==> config.mk <==
export PLATFORM = sky130hd
export DESIGN_NAME = chi_host
export DESIGN_NICKNAME = d
export VERILOG_FILES = /design/src/hdl/chi_host.v /design/src/hdl/chi_sync.v /design/src/hdl/chi_tick.v
export VERILOG_INCLUDE_DIRS = /design/src /design/src/pkg
export SDC_FILE = /design/constraint.sdc
export NUM_CORES = 1
export LEC_CHECK = 0
export BUFFER_PORTS_ARGS = -buffer_cell sky130_fd_sc_hd__buf_2
export CAP_MARGIN = 20
export CORE_ASPECT_RATIO = 1.1
export CORE_MARGIN = 2
export CORE_UTILIZATION = 33
export CTS_CLUSTER_SIZE = 8
export DETAILED_ROUTE_END_ITERATION = 12
export PLACE_DENSITY_LB_ADDON = 0.08
export RECOVER_POWER = 25
export SLEW_MARGIN = 10
export SYNTH_ARGS = -nofsm -noshare
export SYNTH_HDL_FRONTEND = slang
export SYNTH_HIERARCHICAL = 1
export SYNTH_SLANG_ARGS = --single-unit
export TNS_END_PERCENT = 5
==> constraint.sdc <==
create_clock -name clk_sys_i -period 2 [get_ports clk_sys_i]
set_input_delay 0.1 -clock clk_sys_i [delete_from_list [all_inputs] [get_ports clk_sys_i]]
set_output_delay 0.1 -clock clk_sys_i [all_outputs]
set_load 0.02 [all_outputs]
==> src/pkg/chi_defines.vh <==
`ifndef CHI_DEFINES_VH
`define CHI_DEFINES_VH
`define CHI_TARGET_ADDR 7'h6B
`define CHI_LAST_HOST_REGISTER 8'h25
`define CHI_RD_FILL 8'hFF
`define CHI_SYS_CLK_HZ 10000000
`define CHI_BIT_RATE_HZ 100000
`define CHI_QTR_CYCLES ((`CHI_SYS_CLK_HZ / `CHI_BIT_RATE_HZ) / 4)
`define CHI_BYTE_BITS 4'h8
`define CHI_OP_WRITE 1'b0
`define CHI_OP_READ 1'b1
`endif

==> src/hdl/chi_host.v <==
`timescale 1ns/10ps
`include "chi_defines.vh"
// How it works
// Address target 0x6B only
// Offsets above 0x25 read 0xFF
// Runs standard mode, 100 kbit/s
// SDA changes only while SCL low
// START/STOP made with SCL high
// Bus busy from START to STOP
// Eight bits MSB first plus acknowledge
// Wait while target stretches SCL
// Host makes every clock pulse
// Release SDA for target acknowledge
// NACK ends with STOP
// Address byte carries direction bit
// Write: address, offset, data, STOP
// Read: offset write, repeated START, read
// Offset NACK aborts with STOP
// Multi-byte transfers, NACK last read
// Open-drain drive, pull low only
// Address NACK reported, transfer stopped
// Repeated START restarts address phase
module chi_host #(
	parameter QTR = `CHI_QTR_CYCLES
) (
	input wire clk_sys_i,
	input wire sys_rst_i,
	input wire cmd_valid_i,
	input wire cmd_read_i,
	input wire [7:0] cmd_offset_i,
	input wire [7:0] cmd_count_i,
	input wire wr_valid_i,
	input wire [7:0] wr_data_i,
	output reg wr_ready_o,
	output reg rd_valid_o,
	output reg [7:0] rd_data_o,
	output reg cmd_ready_o,
	output reg done_o,
	output reg nack_o,
	output reg busy_o,
	input wire scl_i,
	output reg scl_o,
	output reg scl_oe_o,
	input wire sda_i,
	output reg sda_o,
	output reg sda_oe_o
);
	localparam S_IDLE = 4'h0;
	localparam S_START = 4'h1;
	localparam S_BIT = 4'h2;
	localparam S_ACK = 4'h3;
	localparam S_NEXT = 4'h4;
	localparam S_RSTART = 4'h5;
	localparam S_STOP = 4'h6;
	localparam S_WAITD = 4'h7;
	localparam P_ADDR = 3'h0;
	localparam P_OFS = 3'h1;
	localparam P_WDAT = 3'h2;
	localparam P_RADDR = 3'h3;
	localparam P_RDAT = 3'h4;
	wire scl_s;
	wire sda_s;
	wire tick;
	reg [3:0] st_ff;
	reg [2:0] ph_ff;
	reg [1:0] q_ff;
	reg [3:0] bit_ff;
	reg [7:0] sh_ff;
	reg [7:0] ofs_ff;
	reg [7:0] left_ff;
	reg rd_ff;
	reg fail_ff;
	reg sda_low_ff;
	reg scl_low_ff;
	chi_sync u_scl (
		.clk_sys_i(clk_sys_i),
		.sys_rst_i(sys_rst_i),
		.d_i(scl_i),
		.q_o(scl_s)
	);
	chi_sync u_sda (
		.clk_sys_i(clk_sys_i),
		.sys_rst_i(sys_rst_i),
		.d_i(sda_i),
		.q_o(sda_s)
	);
	// Quarter-bit ticks; 10 MHz / 100 kHz keeps both parties in standard mode
	chi_tick #(.QTR(QTR)) u_tick (
		.clk_sys_i(clk_sys_i),
		.sys_rst_i(sys_rst_i),
		.run_i(st_ff != S_IDLE && st_ff != S_WAITD),
		.tick_o(tick)
	);
	// Stretch check: hold quarter while released SCL still reads low
	wire stretched = !scl_low_ff && !scl_s;
	always @(posedge clk_sys_i) begin
		if (sys_rst_i) begin
			st_ff <= S_IDLE;
			ph_ff <= P_ADDR;
			q_ff <= 2'h0;
			bit_ff <= 4'h0;
			sh_ff <= 8'h00;
			ofs_ff <= 8'h00;
			left_ff <= 8'h00;
			rd_ff <= 1'b0;
			fail_ff <= 1'b0;
			sda_low_ff <= 1'b0;
			scl_low_ff <= 1'b0;
			cmd_ready_o <= 1'b0;
			wr_ready_o <= 1'b0;
			rd_valid_o <= 1'b0;
			rd_data_o <= 8'h00;
			done_o <= 1'b0;
			nack_o <= 1'b0;
			busy_o <= 1'b0;
			scl_o <= 1'b0;
			scl_oe_o <= 1'b0;
			sda_o <= 1'b0;
			sda_oe_o <= 1'b0;
		end else begin
			done_o <= 1'b0;
			rd_valid_o <= 1'b0;
			wr_ready_o <= 1'b0;
			case (st_ff)
			S_IDLE: begin
				cmd_ready_o <= 1'b1;
				busy_o <= 1'b0;
				if (cmd_valid_i && cmd_ready_o) begin
					cmd_ready_o <= 1'b0;
					busy_o <= 1'b1;
					rd_ff <= cmd_read_i;
					ofs_ff <= cmd_offset_i;
					left_ff <= (cmd_count_i == 8'h00) ? 8'h01 : cmd_count_i;
					fail_ff <= 1'b0;
					nack_o <= 1'b0;
					q_ff <= 2'h0;
					st_ff <= S_START;
				end
			end
			S_START, S_RSTART: if (tick) begin
				// Q0 release SDA, Q1 release SCL, Q2 pull SDA with SCL high
				q_ff <= q_ff + 2'h1;
				if (q_ff == 2'h0) begin
					sda_low_ff <= 1'b0;
				end else if (q_ff == 2'h1) begin
					scl_low_ff <= 1'b0;
				end else if (q_ff == 2'h2) begin
					if (stretched) begin
						q_ff <= q_ff;
					end else begin
						sda_low_ff <= 1'b1;
					end
				end else begin
					scl_low_ff <= 1'b1;
					q_ff <= 2'h0;
					bit_ff <= 4'h0;
					// Address byte: 7-bit target then direction
					if (st_ff == S_START) begin
						sh_ff <= {`CHI_TARGET_ADDR, `CHI_OP_WRITE};
						ph_ff <= P_ADDR;
					end else begin
						sh_ff <= {`CHI_TARGET_ADDR, `CHI_OP_READ};
						ph_ff <= P_RADDR;
					end
					st_ff <= S_BIT;
				end
			end
			S_BIT: if (tick) begin
				q_ff <= q_ff + 2'h1;
				if (q_ff == 2'h0) begin
					// Data moves only in the low phase
					sda_low_ff <= (ph_ff == P_RDAT) ? 1'b0 : !sh_ff[7];
				end else if (q_ff == 2'h1) begin
					scl_low_ff <= 1'b0;
				end else if (q_ff == 2'h2) begin
					if (stretched) begin
						q_ff <= q_ff;
					end else begin
						sh_ff <= {sh_ff[6:0], sda_s};
					end
				end else begin
					scl_low_ff <= 1'b1;
					bit_ff <= bit_ff + 4'h1;
					if (bit_ff == `CHI_BYTE_BITS - 4'h1) begin
						st_ff <= S_ACK;
					end
				end
			end
			S_ACK: if (tick) begin
				q_ff <= q_ff + 2'h1;
				if (q_ff == 2'h0) begin
					// Read data: acknowledge all but the last byte
					if (ph_ff == P_RDAT) begin
						sda_low_ff <= (left_ff != 8'h01);
					end else begin
						sda_low_ff <= 1'b0;
					end
				end else if (q_ff == 2'h1) begin
					scl_low_ff <= 1'b0;
				end else if (q_ff == 2'h2) begin
					if (stretched) begin
						q_ff <= q_ff;
					end else if (ph_ff != P_RDAT) begin
						fail_ff <= sda_s;
					end
				end else begin
					scl_low_ff <= 1'b1;
					st_ff <= S_NEXT;
				end
			end
			S_NEXT: begin
				bit_ff <= 4'h0;
				q_ff <= 2'h0;
				if (fail_ff) begin
					nack_o <= 1'b1;
					st_ff <= S_STOP;
				end else begin
					case (ph_ff)
					P_ADDR: begin
						sh_ff <= ofs_ff;
						ph_ff <= P_OFS;
						st_ff <= S_BIT;
					end
					P_OFS: begin
						if (rd_ff) begin
							st_ff <= S_RSTART;
						end else begin
							wr_ready_o <= 1'b1;
							st_ff <= S_WAITD;
						end
					end
					P_WDAT: begin
						left_ff <= left_ff - 8'h01;
						if (left_ff == 8'h01) begin
							st_ff <= S_STOP;
						end else begin
							wr_ready_o <= 1'b1;
							st_ff <= S_WAITD;
						end
					end
					P_RADDR: begin
						ph_ff <= P_RDAT;
						st_ff <= S_BIT;
					end
					default: begin
						// Beyond the last host register the target fills
						rd_valid_o <= 1'b1;
						rd_data_o <= (ofs_ff > `CHI_LAST_HOST_REGISTER) ? `CHI_RD_FILL : sh_ff;
						ofs_ff <= ofs_ff + 8'h01;
						left_ff <= left_ff - 8'h01;
						st_ff <= (left_ff == 8'h01) ? S_STOP : S_BIT;
					end
					endcase
				end
			end
			S_WAITD: begin
				// SCL held low by us; no timing pressure while user is slow
				if (wr_valid_i) begin
					sh_ff <= wr_data_i;
					ofs_ff <= ofs_ff + 8'h01;
					ph_ff <= P_WDAT;
					st_ff <= S_BIT;
				end else begin
					wr_ready_o <= 1'b1;
				end
			end
			S_STOP: if (tick) begin
				q_ff <= q_ff + 2'h1;
				if (q_ff == 2'h0) begin
					sda_low_ff <= 1'b1;
				end else if (q_ff == 2'h1) begin
					scl_low_ff <= 1'b0;
				end else if (q_ff == 2'h2) begin
					if (stretched) begin
						q_ff <= q_ff;
					end else begin
						sda_low_ff <= 1'b0;
					end
				end else begin
					done_o <= 1'b1;
					st_ff <= S_IDLE;
				end
			end
			default: begin
				st_ff <= S_IDLE;
			end
			endcase
			// Open drain: drive zero or release, never high
			scl_o <= 1'b0;
			sda_o <= 1'b0;
			scl_oe_o <= scl_low_ff;
			sda_oe_o <= sda_low_ff;
		end
	end
endmodule // chi_host

==> src/hdl/chi_sync.v <==
`timescale 1ns/10ps
module chi_sync (
	input wire clk_sys_i,
	input wire sys_rst_i,
	input wire d_i,
	output wire q_o
);
	reg meta_ff;
	reg sync_ff;
	// Idle bus reads high, so reset to one
	always @(posedge clk_sys_i) begin
		if (sys_rst_i) begin
			meta_ff <= 1'b1;
			sync_ff <= 1'b1;
		end else begin
			meta_ff <= d_i;
			sync_ff <= meta_ff;
		end
	end
	assign q_o = sync_ff;
endmodule // chi_sync

==> src/hdl/chi_tick.v <==
`timescale 1ns/10ps
module chi_tick #(
	parameter QTR = 25
) (
	input wire clk_sys_i,
	input wire sys_rst_i,
	input wire run_i,
	output reg tick_o
);
	reg [15:0] cnt_ff;
	always @(posedge clk_sys_i) begin
		if (sys_rst_i || !run_i) begin
			cnt_ff <= 16'h0000;
			tick_o <= 1'b0;
		end else if (cnt_ff == QTR[15:0] - 16'h0001) begin
			cnt_ff <= 16'h0000;
			tick_o <= 1'b1;
		end else begin
			cnt_ff <= cnt_ff + 16'h0001;
			tick_o <= 1'b0;
		end
	end
endmodule // chi_tick

-- Word-level counts from Yosys, hierarchy flattened
Cells that the tools add are included.
- bitwise logic cells: 5
- add/subtract/negate cells: 5
- magnitude comparators: 1
- equality and inequality tests: 62
- reductions and logical operators: 44
- multiplexer cells: 121
- operators with widths (operator ; number):
    8-bit two-way mux ; 21
    4-bit two-way mux ; 23
    2-bit inequality test (second input constant) ; 28
    1-bit two-way mux ; 42
    8-bit one-hot mux with 4 select lines ; 1
    4-bit one-hot mux with 7 select lines ; 1
    13-bit AND reduction ; 2
    2-bit two-way mux ; 12
    3-bit two-way mux ; 8
    3-bit inequality test (second input constant) ; 8
    8-bit one-hot mux with 3 select lines ; 1
    4-bit by 3-bit equality test with 1-bit output (second input constant) ; 5
    19-bit AND reduction ; 1
    3-bit one-hot mux with 3 select lines ; 2
    16-bit by 1-bit adder with 16-bit output (second input constant) ; 1
    16-bit by 5-bit equality test with 1-bit output (second input constant) ; 1
    8-bit one-hot mux with 2 select lines ; 1
    8-bit AND reduction ; 2
    4-bit nonzero test ; 4
    2-bit by 1-bit inequality test with 1-bit output (second input constant) ; 7
    4-bit one-hot mux with 3 select lines ; 1
    1-bit one-hot mux with 2 select lines ; 5
    9-bit AND reduction ; 1
    3-bit nonzero test ; 3
    37 further kinds ; 57
- logic and storage cells: 264
- input port bits: 31
- output and inout bits: 18
- flip-flop bits (word level): 78

-- Logic depth before layout (Yosys ltp)
Gate-level depths: netlist (run 1).
- depth after elaboration: 8
- gate-level depth with buffers: 8
- depth with buffers taken out: 7

-- Hierarchy
Netlist (run 1), hierarchy kept.
- by module, submodules not included (module ; cells an instance ; times used ; area each (µm²)):
    chi_host ; 438 ; 1 ; 3478.3
    chi_tick ; 86 ; 1 ; 845.8
    chi_sync ; 4 ; 2 ; 52.6

-- Worst setup path after synthesis (run 1)
No wires, ideal clock.
- path kind: reg-to-reg
- start point: register q_ff[1]
- end point: register ph_ff[2]
- arrival time: 1.840 ns
- cell stages (with the launch flop): 8
- setup slack: 0.090 ns
- data required time: 1.930 ns
- cell sequence: dfxtp_1 > inv_1 > ha_1 > or3b_1 > nor2_1 > o2111ai_1 > or3_1 > a21oi_1
- longest elaborated chain between the ends: 3
- elaborated cells on any way between the ends: 7
- those cells by class: eq/ne: 5; reduce/logical: 2
- RTL lines (what ; line ; RTL):
    from (decl) ; chi_host.v:66 ; reg [1:0] q_ff;
    from (signal assigned) ; chi_host.v:142 ; q_ff <= q_ff + 2'h1;
    from (signal assigned) ; chi_host.v:149 ; q_ff <= q_ff;
    from (signal assigned) ; chi_host.v:169 ; q_ff <= q_ff + 2'h1;
    2-bit equality test, or another cell as far along ; chi_host.v:147 ; end else if (q_ff == 2'h2) begin
    2-bit inequality test (no source line) ; -- ;
    8-bit AND reduction (no source line) * ; -- ;
    to (signal assigned) ; chi_host.v:160 ; ph_ff <= P_ADDR;
    to (signal assigned) ; chi_host.v:163 ; ph_ff <= P_RADDR;
    to (signal assigned) ; chi_host.v:221 ; ph_ff <= P_OFS;
    to (decl) ; chi_host.v:65 ; reg [2:0] ph_ff;
Every way passes the cells marked *; elsewhere a longest branch is shown, timed or not.
A chain may end at the register's enable or synchronous reset.

-- Final worst setup path (run 1)
- start point: register q_ff[0]
- end point: register st_ff[1]
- longest elaborated chain between the ends: 3
- elaborated cells on any way between the ends: 16
- those cells by class: eq/ne: 14; reduce/logical: 2
- RTL lines (what ; line ; RTL):
    2-bit equality test, or another cell as far along ; -- ;
    2-bit inequality test (no source line) ; -- ;
    19-bit AND reduction (no source line) * ; -- ;
    to (signal assigned) ; chi_host.v:251 ; st_ff <= (left_ff == 8'h01) ? S_STOP : S_BIT;
    to (decl) ; chi_host.v:64 ; reg [3:0] st_ff;
Marked as above.

==> results.yml, run 1 <==
pwr:
  power_density_mw_per_mm2: 932
  power_mw: 5.12
  vdd.ir_drop.worst_mv: 0.442
  p_leak_nw: 2.03
yosys:
  ys_top_cells_by_count: "77 x dfxtp_1, 47 x nand2_1, 46 x nor2_1"
  ys_seq_area_frac: 0.348
  syn_inst: 532
  synth_seq_cells: 77
  syn_area_mm2: 0.00443
  synthFlopType: "dfxtp_1"
  synth.most_common_cell: "dfxtp_1"
  yosys.area.top_type: "dfxtp_1"
  synth_warnings: 6
  async_flop_share: 0
  synth-edff-count: 0
  synthTopCellsByArea: "dfxtp_1 35%, nand2_1 4.0%, nor2_1 3.9%"
  syn_avg_cell_area_um2: 8.33
  synth_top_area_frac: 0.348
  yosysUniqueCellTypes: 75
place:
  numPortBuffers: 46
  placed_area_mm2: 0.00507
  hpwl_mm: 9.38
  place.gp.congestion: 0.847
floorplanning:
  core_mm2: 0.0132
  die_x_um: 114
  die_y_um: 126
  rows: 44
  dieArea_mm2: 0.0144
  start_util: 0.337
  pin_count: 49
min_path:
  hold_class: "in2reg"
  min_from: "cmd_offset_i[5]"
timing:
  fmax_mhz: 505
  hold_viol: 0
  layout_min_cycle_time_ns: 1.98
  worst_pin_slew_ns: 0.651
  skew_ns: 0.00373
  maxSlewViolCount: 0
  finalSetupViolCount: 0
  fin_crit_sh: 0.990
  rsz0062_at_grt: "true"
  whs_ns: 0.0913
  relSlewSlack: 0.563
global_routing:
  grt_pass1_wl_mm: 20.6
  antenna_found_initial: 0
  grt_pass1_vias: 4020
  track_usage: 0.181
  overflow: 0
  grt_max_degree: 32
clocking:
  cts-buffers-inserted: 9
  cts_sinks: 77
  cts_tree: "done"
  cts.path.max_buffers: 2
  cts_root_buf: "clkbuf_16"
  path_clk_slew_ns: 0.06
  clock_latency_ns: 0.34
  cts_setup_buffers: 0
  cts_max_level: 3
detailed_routing:
  routedWlPerCell_um: 16.2
  drt_iter0_drc: 263
  drc_errors: 0
  ant_nets: 0
  dr_total_vias: 4169
  vias_per_cell: 5.38
  routed_wl_mm: 12.6
  drtPass1Iterations: 4
cells_and_area:
  fillers: 1319
  antenna_cells: 0
  nets: 652
  layout-drive-gt1-share: 0.246
  final_area_mm2: 0.00549
  areaGrowthSynthToFinish_pct: 24.0
setup_path:
  critPathArrivalTime_ns: 2.22
  crit_start: "q_ff[0]$_SDFFE_PP0P_"
  required_ns: 2.24
  r2r-start: "q_ff[0]$_SDFFE_PP0P_"
  cpMaxStageDelayCell: "dfxtp_2"
  crit_fanout: 11
  worstSetupStartpointType: "register"
  max_stage_delay_ns: 0.34
  cp-end-kind: "register"
  cp_cell_sequence: "inv_1 > ha_1 > buf_4 > a211oi_1 > a211oi_2 > or2_4 > a2111oi_2"
  crit_type: "reg2reg"
outcome:
  status: "completed"
job:
  cap_violations: 0
## state kept, by name, summed over array words and instances, names as in the netlist, 2 cells and up
signal / count
u_tick/cnt_ff: 16
st_ff: 3
q_ff: 2
ofs_ff: 8
rd_data_o: 8
ph_ff: 3
left_ff: 8
bit_ff: 4
sh_ff: 8
## kinds of logic (layout without fill, tap and decap cells)
| logic type | Yosys count | in the layout | synth area share |
|---|---|---|---|
| fa+ha+maj | 12 | 12 | 0.0339 |
| flops | 77 | 77 | 0.348 |
| simple gates | 217 | 217 | 0.275 |
| mux | 6 | 6 | 0.0138 |
| xor+xnor | 16 | 16 | 0.0316 |
| other cells | 1 | 2 | 0.000847 |
| buf+inv | 54 | 135 | 0.0619 |
| compound gates | 149 | 149 | 0.234 |
## layout by cell type (no fill, tap or decap), types with 6 or more instances in the layout
master | synthesis | routed
nand3b_1 | 6 | 6
nor2b_1 | 10 | 10
o22ai_1 | 7 | 7
clkbuf_16 | 0 | 9
o21ai_0 | 24 | 23
nor2_2 | 7 | 8
xnor2_1 | 10 | 10
a21oi_1 | 30 | 30
nand4_1 | 11 | 11
buf_4 | 4 | 46
nor2_1 | 46 | 45
xor2_1 | 6 | 6
nor3_1 | 20 | 20
a21o_1 | 10 | 10
o21ai_1 | 11 | 10
inv_1 | 20 | 20
nand3_1 | 11 | 10
nand2_1 | 47 | 47
o221a_2 | 10 | 9
a31oi_1 | 7 | 7
buf_2 | 9 | 32
or2_1 | 7 | 6
ha_1 | 12 | 11
dfxtp_1 | 77 | 75
clkbuf_1 | 13 | 15
## cell type report
| type | instances | area, µm² | share of cell area |
|---|---|---|---|
| repair buffers | 98 | 648 | 0.118 |
| well taps | 161 | 201 | 0.0367 |
| flip-flops and latches | 77 | 1550 | 0.282 |
| clock inverters | 5 | 83.8 | 0.0153 |
| clock buffers | 11 | 243 | 0.0442 |
| multi-input cells | 402 | 2690 | 0.490 |
| inverters | 21 | 78.8 | 0.0144 |
## per-layer routing
metal | GRT usage | vias to the layer above | part of all wire
li1 | - | 2101 | -
met1 | 0.245 | 1981 | 0.50
met2 | 0.284 | 70 | 0.46
met3 | 0.0359 | 17 | 0.032
met4 | 0.0696 | 0 | 0.015
met5 | 0 | - | 0
## what timing repair did
action                                 in CTS  in global routing
pin swaps                                   0                  3
setup endpoints to repair                   2                 24
resized for setup                           3                 16
hold buffers                                3                  0
endpoints found under the hold margin       3                  0
## where the power goes
group / internal [mW] / switching (mW) / leakage, nW
combinational: 0.644 / 0.860 / 1.25
clock: 1.13 / 0.661 / 0.152
sequential: 1.66 / 0.163 / 0.625
## worst paths after layout
kind | to | slack, ns | cells past startpoint
max | st_ff[1]$_SDFFE_PP0P_ | 0.02 | 7
min | ofs_ff[5]$_SDFFE_PP0P_ | 0.09 | 4
max reg2reg | st_ff[1]$_SDFFE_PP0P_ | 0.02 | 7
min reg2reg | u_scl/q_o$_SDFF_PP1_ | 0.41 | 1
## worst max-delay path, delay by kind of cell, from the launching register on
family                   cells  cell delay (ns)
AO/OA/AOI/OAI                3             0.75
flip-flops                   1             0.34
AND/OR/NAND/NOR              1             0.28
buffers and inverters        2             0.27
adder cells (fa/ha/maj)      1             0.23
## through the flow
step / std cells / setup slack [ns] / TNS [ns] / util
2_1_floorplan: 533 / 0.0898 / 0 / -
3_3_place_gp: 756 / 0.0391 / 0 / 0.386
3_5_place_dp: 756 / -0.0232 / -0.0232 / 0.386
4_1_cts: 775 / -0.0123 / -0.0183 / 0.414
5_1_grt: 775 / -0.0959 / -0.575 / 0.417
6_report: 775 / 0.0206 / 0 / 0.417
Note: power is estimated with default switching activity, not from simulation.
==> run 2, diff against run 1 <==
--- a/config.mk
+++ b/config.mk
@@ -8,7 +8,7 @@
 export LEC_CHECK = 0
 export BUFFER_PORTS_ARGS = -buffer_cell sky130_fd_sc_hd__buf_2
 export CAP_MARGIN = 20
-export CORE_ASPECT_RATIO = 1.1
+export CORE_ASPECT_RATIO = 2
 export CORE_MARGIN = 2
 export CORE_UTILIZATION = 33
 export CTS_CLUSTER_SIZE = 8
==> results.yml, run 2 (synthesized netlist as in run 1, its figures left out) <==
job:
  cap_violations: 0
detailed_routing:
  vias_per_cell: 5.47
  wl_met1_mm: 4.88
  ant_nets: 0
  drtPass1Iterations: 4
  routed_wl_mm: 13.4
  wl_met3_um: 331
  routedWlPerCell_um: 17.3
  highest-signal-layer: "met4"
  dr_total_vias: 4253
  drt_iter0_drc: 174
  route.met2.wl_mm: 7.63
  drc_errors: 0
cells_and_area:
  regMostFlops: "u_tick/cnt_ff"
  largest_reg_flops: 16
  antenna_cells: 0
  mostFrequentLayoutCells: "75 x dfxtp_1, 58 x buf_4, 47 x nand2_1"
  areaGrowthSynthToFinish_pct: 24.5
  fillers: 1360
  final_util: 0.422
  layout-drive-gt1-share: 0.262
  final_common_cell: "dfxtp_1"
  nets: 663
timing:
  whs_ns: 0.0189
  tns_ns: 0
  maxSlewViolCount: 0
  hold_viol: 0
  rsz0062_at_grt: "true"
  layout_min_cycle_time_ns: 1.96
  worst_pin_slew_ns: 0.648
  finalSetupViolCount: 0
  relSlewSlack: 0.568
  fin_crit_sh: 0.980
  fin_ws_ns: 0.0391
  skew_ns: 0.0128
  fmax_mhz: 510
setup_path:
  cp_cell_sequence: "buf_12 > or3b_1 > a21oi_2 > o221a_4 > a21oi_2 > a311oi_2"
  cp-end-kind: "register"
  cpLargestDelayFamily: "compound AO/OA/AOI/OAI gates"
  crit_top_cell: "a21oi_2"
  critPathArrivalTime_ns: 2.21
  max_stage_delay_ns: 0.47
  required_ns: 2.25
  crit_type: "reg2reg"
  path_buf_inv: 1
  crit_fanout: 22
  cpMaxStageDelayCell: "or3b_1"
  worstSetupStartpointType: "register"
outcome:
  status: "completed"
floorplanning:
  pin_count: 49
  core_mm2: 0.0131
  die_x_um: 85.9
  die_y_um: 168
  dieArea_mm2: 0.0144
  rows: 59
  start_util: 0.339
place:
  post-place-ws_ns: -0.0516
  numPortBuffers: 46
  place.gp.congestion: 0.914
  hpwl_mm: 10.4
pwr:
  vdd.ir_drop.worst_mv: 0.445
  power_mw: 5.01
  power_density_mw_per_mm2: 909
  p_leak_nw: 2.07
clocking:
  cts.path.max_buffers: 2
  cts_max_level: 3
  path_clk_slew_ns: 0.07
  cts_sinks: 77
  clock_latency_ns: 0.34
  cts_root_buf: "clkbuf_16"
  cts_tree: "done"
  cts-buffers-inserted: 9
global_routing:
  overflow: 0
  antenna_found_initial: 0
  grt_pass1_vias: 4240
  grt_pass1_wl_mm: 21.5
  track_usage: 0.190
  grt_max_degree: 26
min_path:
  hold_class: "in2reg"
run 2: final timing paths:
check	start	endpoint	slack, ns	cells after the start
setup / recovery	st_ff[0]$_SDFFE_PP0P_	sh_ff[5]$_SDFFE_PP0P_	0.04	6
hold / removal	cmd_read_i	rd_ff$_SDFFE_PP0P_	0.02	3
setup reg to reg	st_ff[0]$_SDFFE_PP0P_	sh_ff[5]$_SDFFE_PP0P_	0.04	6
hold reg to reg	u_sda/meta_ff$_SDFF_PP1_	u_sda/q_o$_SDFF_PP1_	0.40	1
run 2: per-stage QoR:
step	area, µm²	std cells
floorplan	4430	533
global placement	5120	756
detailed placement	5120	756
CTS	5440	774
global route	5510	777
finish	5510	777
run 2: where the power goes:
| group | internal [mW] | switching, mW |
|---|---|---|
| Sequential | 1.67 | 0.172 |
| Combinational | 0.671 | 0.887 |
| Clock | 0.964 | 0.649 |
run 2: final cells by class:
class,count,area [µm²],share of cell area
sequential,77,1540,0.280
clock buffer,10,229,0.0415
inverter,21,78.8,0.0143
timing repair buffer,109,719,0.131
clock inverter,6,63.8,0.0116
multi-input combinational,402,2690,0.488
tap,152,190,0.0345
run 2: routing by layer:
metal | global-route usage | vias up
li1 | - | 2117
met2 | 0.360 | 79
met4 | 0.113 | 0
met3 | 0.0260 | 28
met1 | 0.189 | 2029
met5 | 0 | -
run 2: timing repair:
| item | 4_1_cts | 5_1_grt |
|---|---|---|
| hold buffers | 2 | 0 |
| gates cloned | 0 | 0 |
| endpoints found under the hold margin | 2 | 0 |
| resized for setup | 2 | 18 |
| endpoints found under the setup margin | 10 | 31 |
| pin swaps | 0 | 2 |
| setup buffers | 0 | 3 |
run 2: tightest hold or removal path, delay by kind of cell:
kind          cells  cell delay [ns]
mux               1             0.06
simple gates      1             0.07
buf+inv           1             0.08
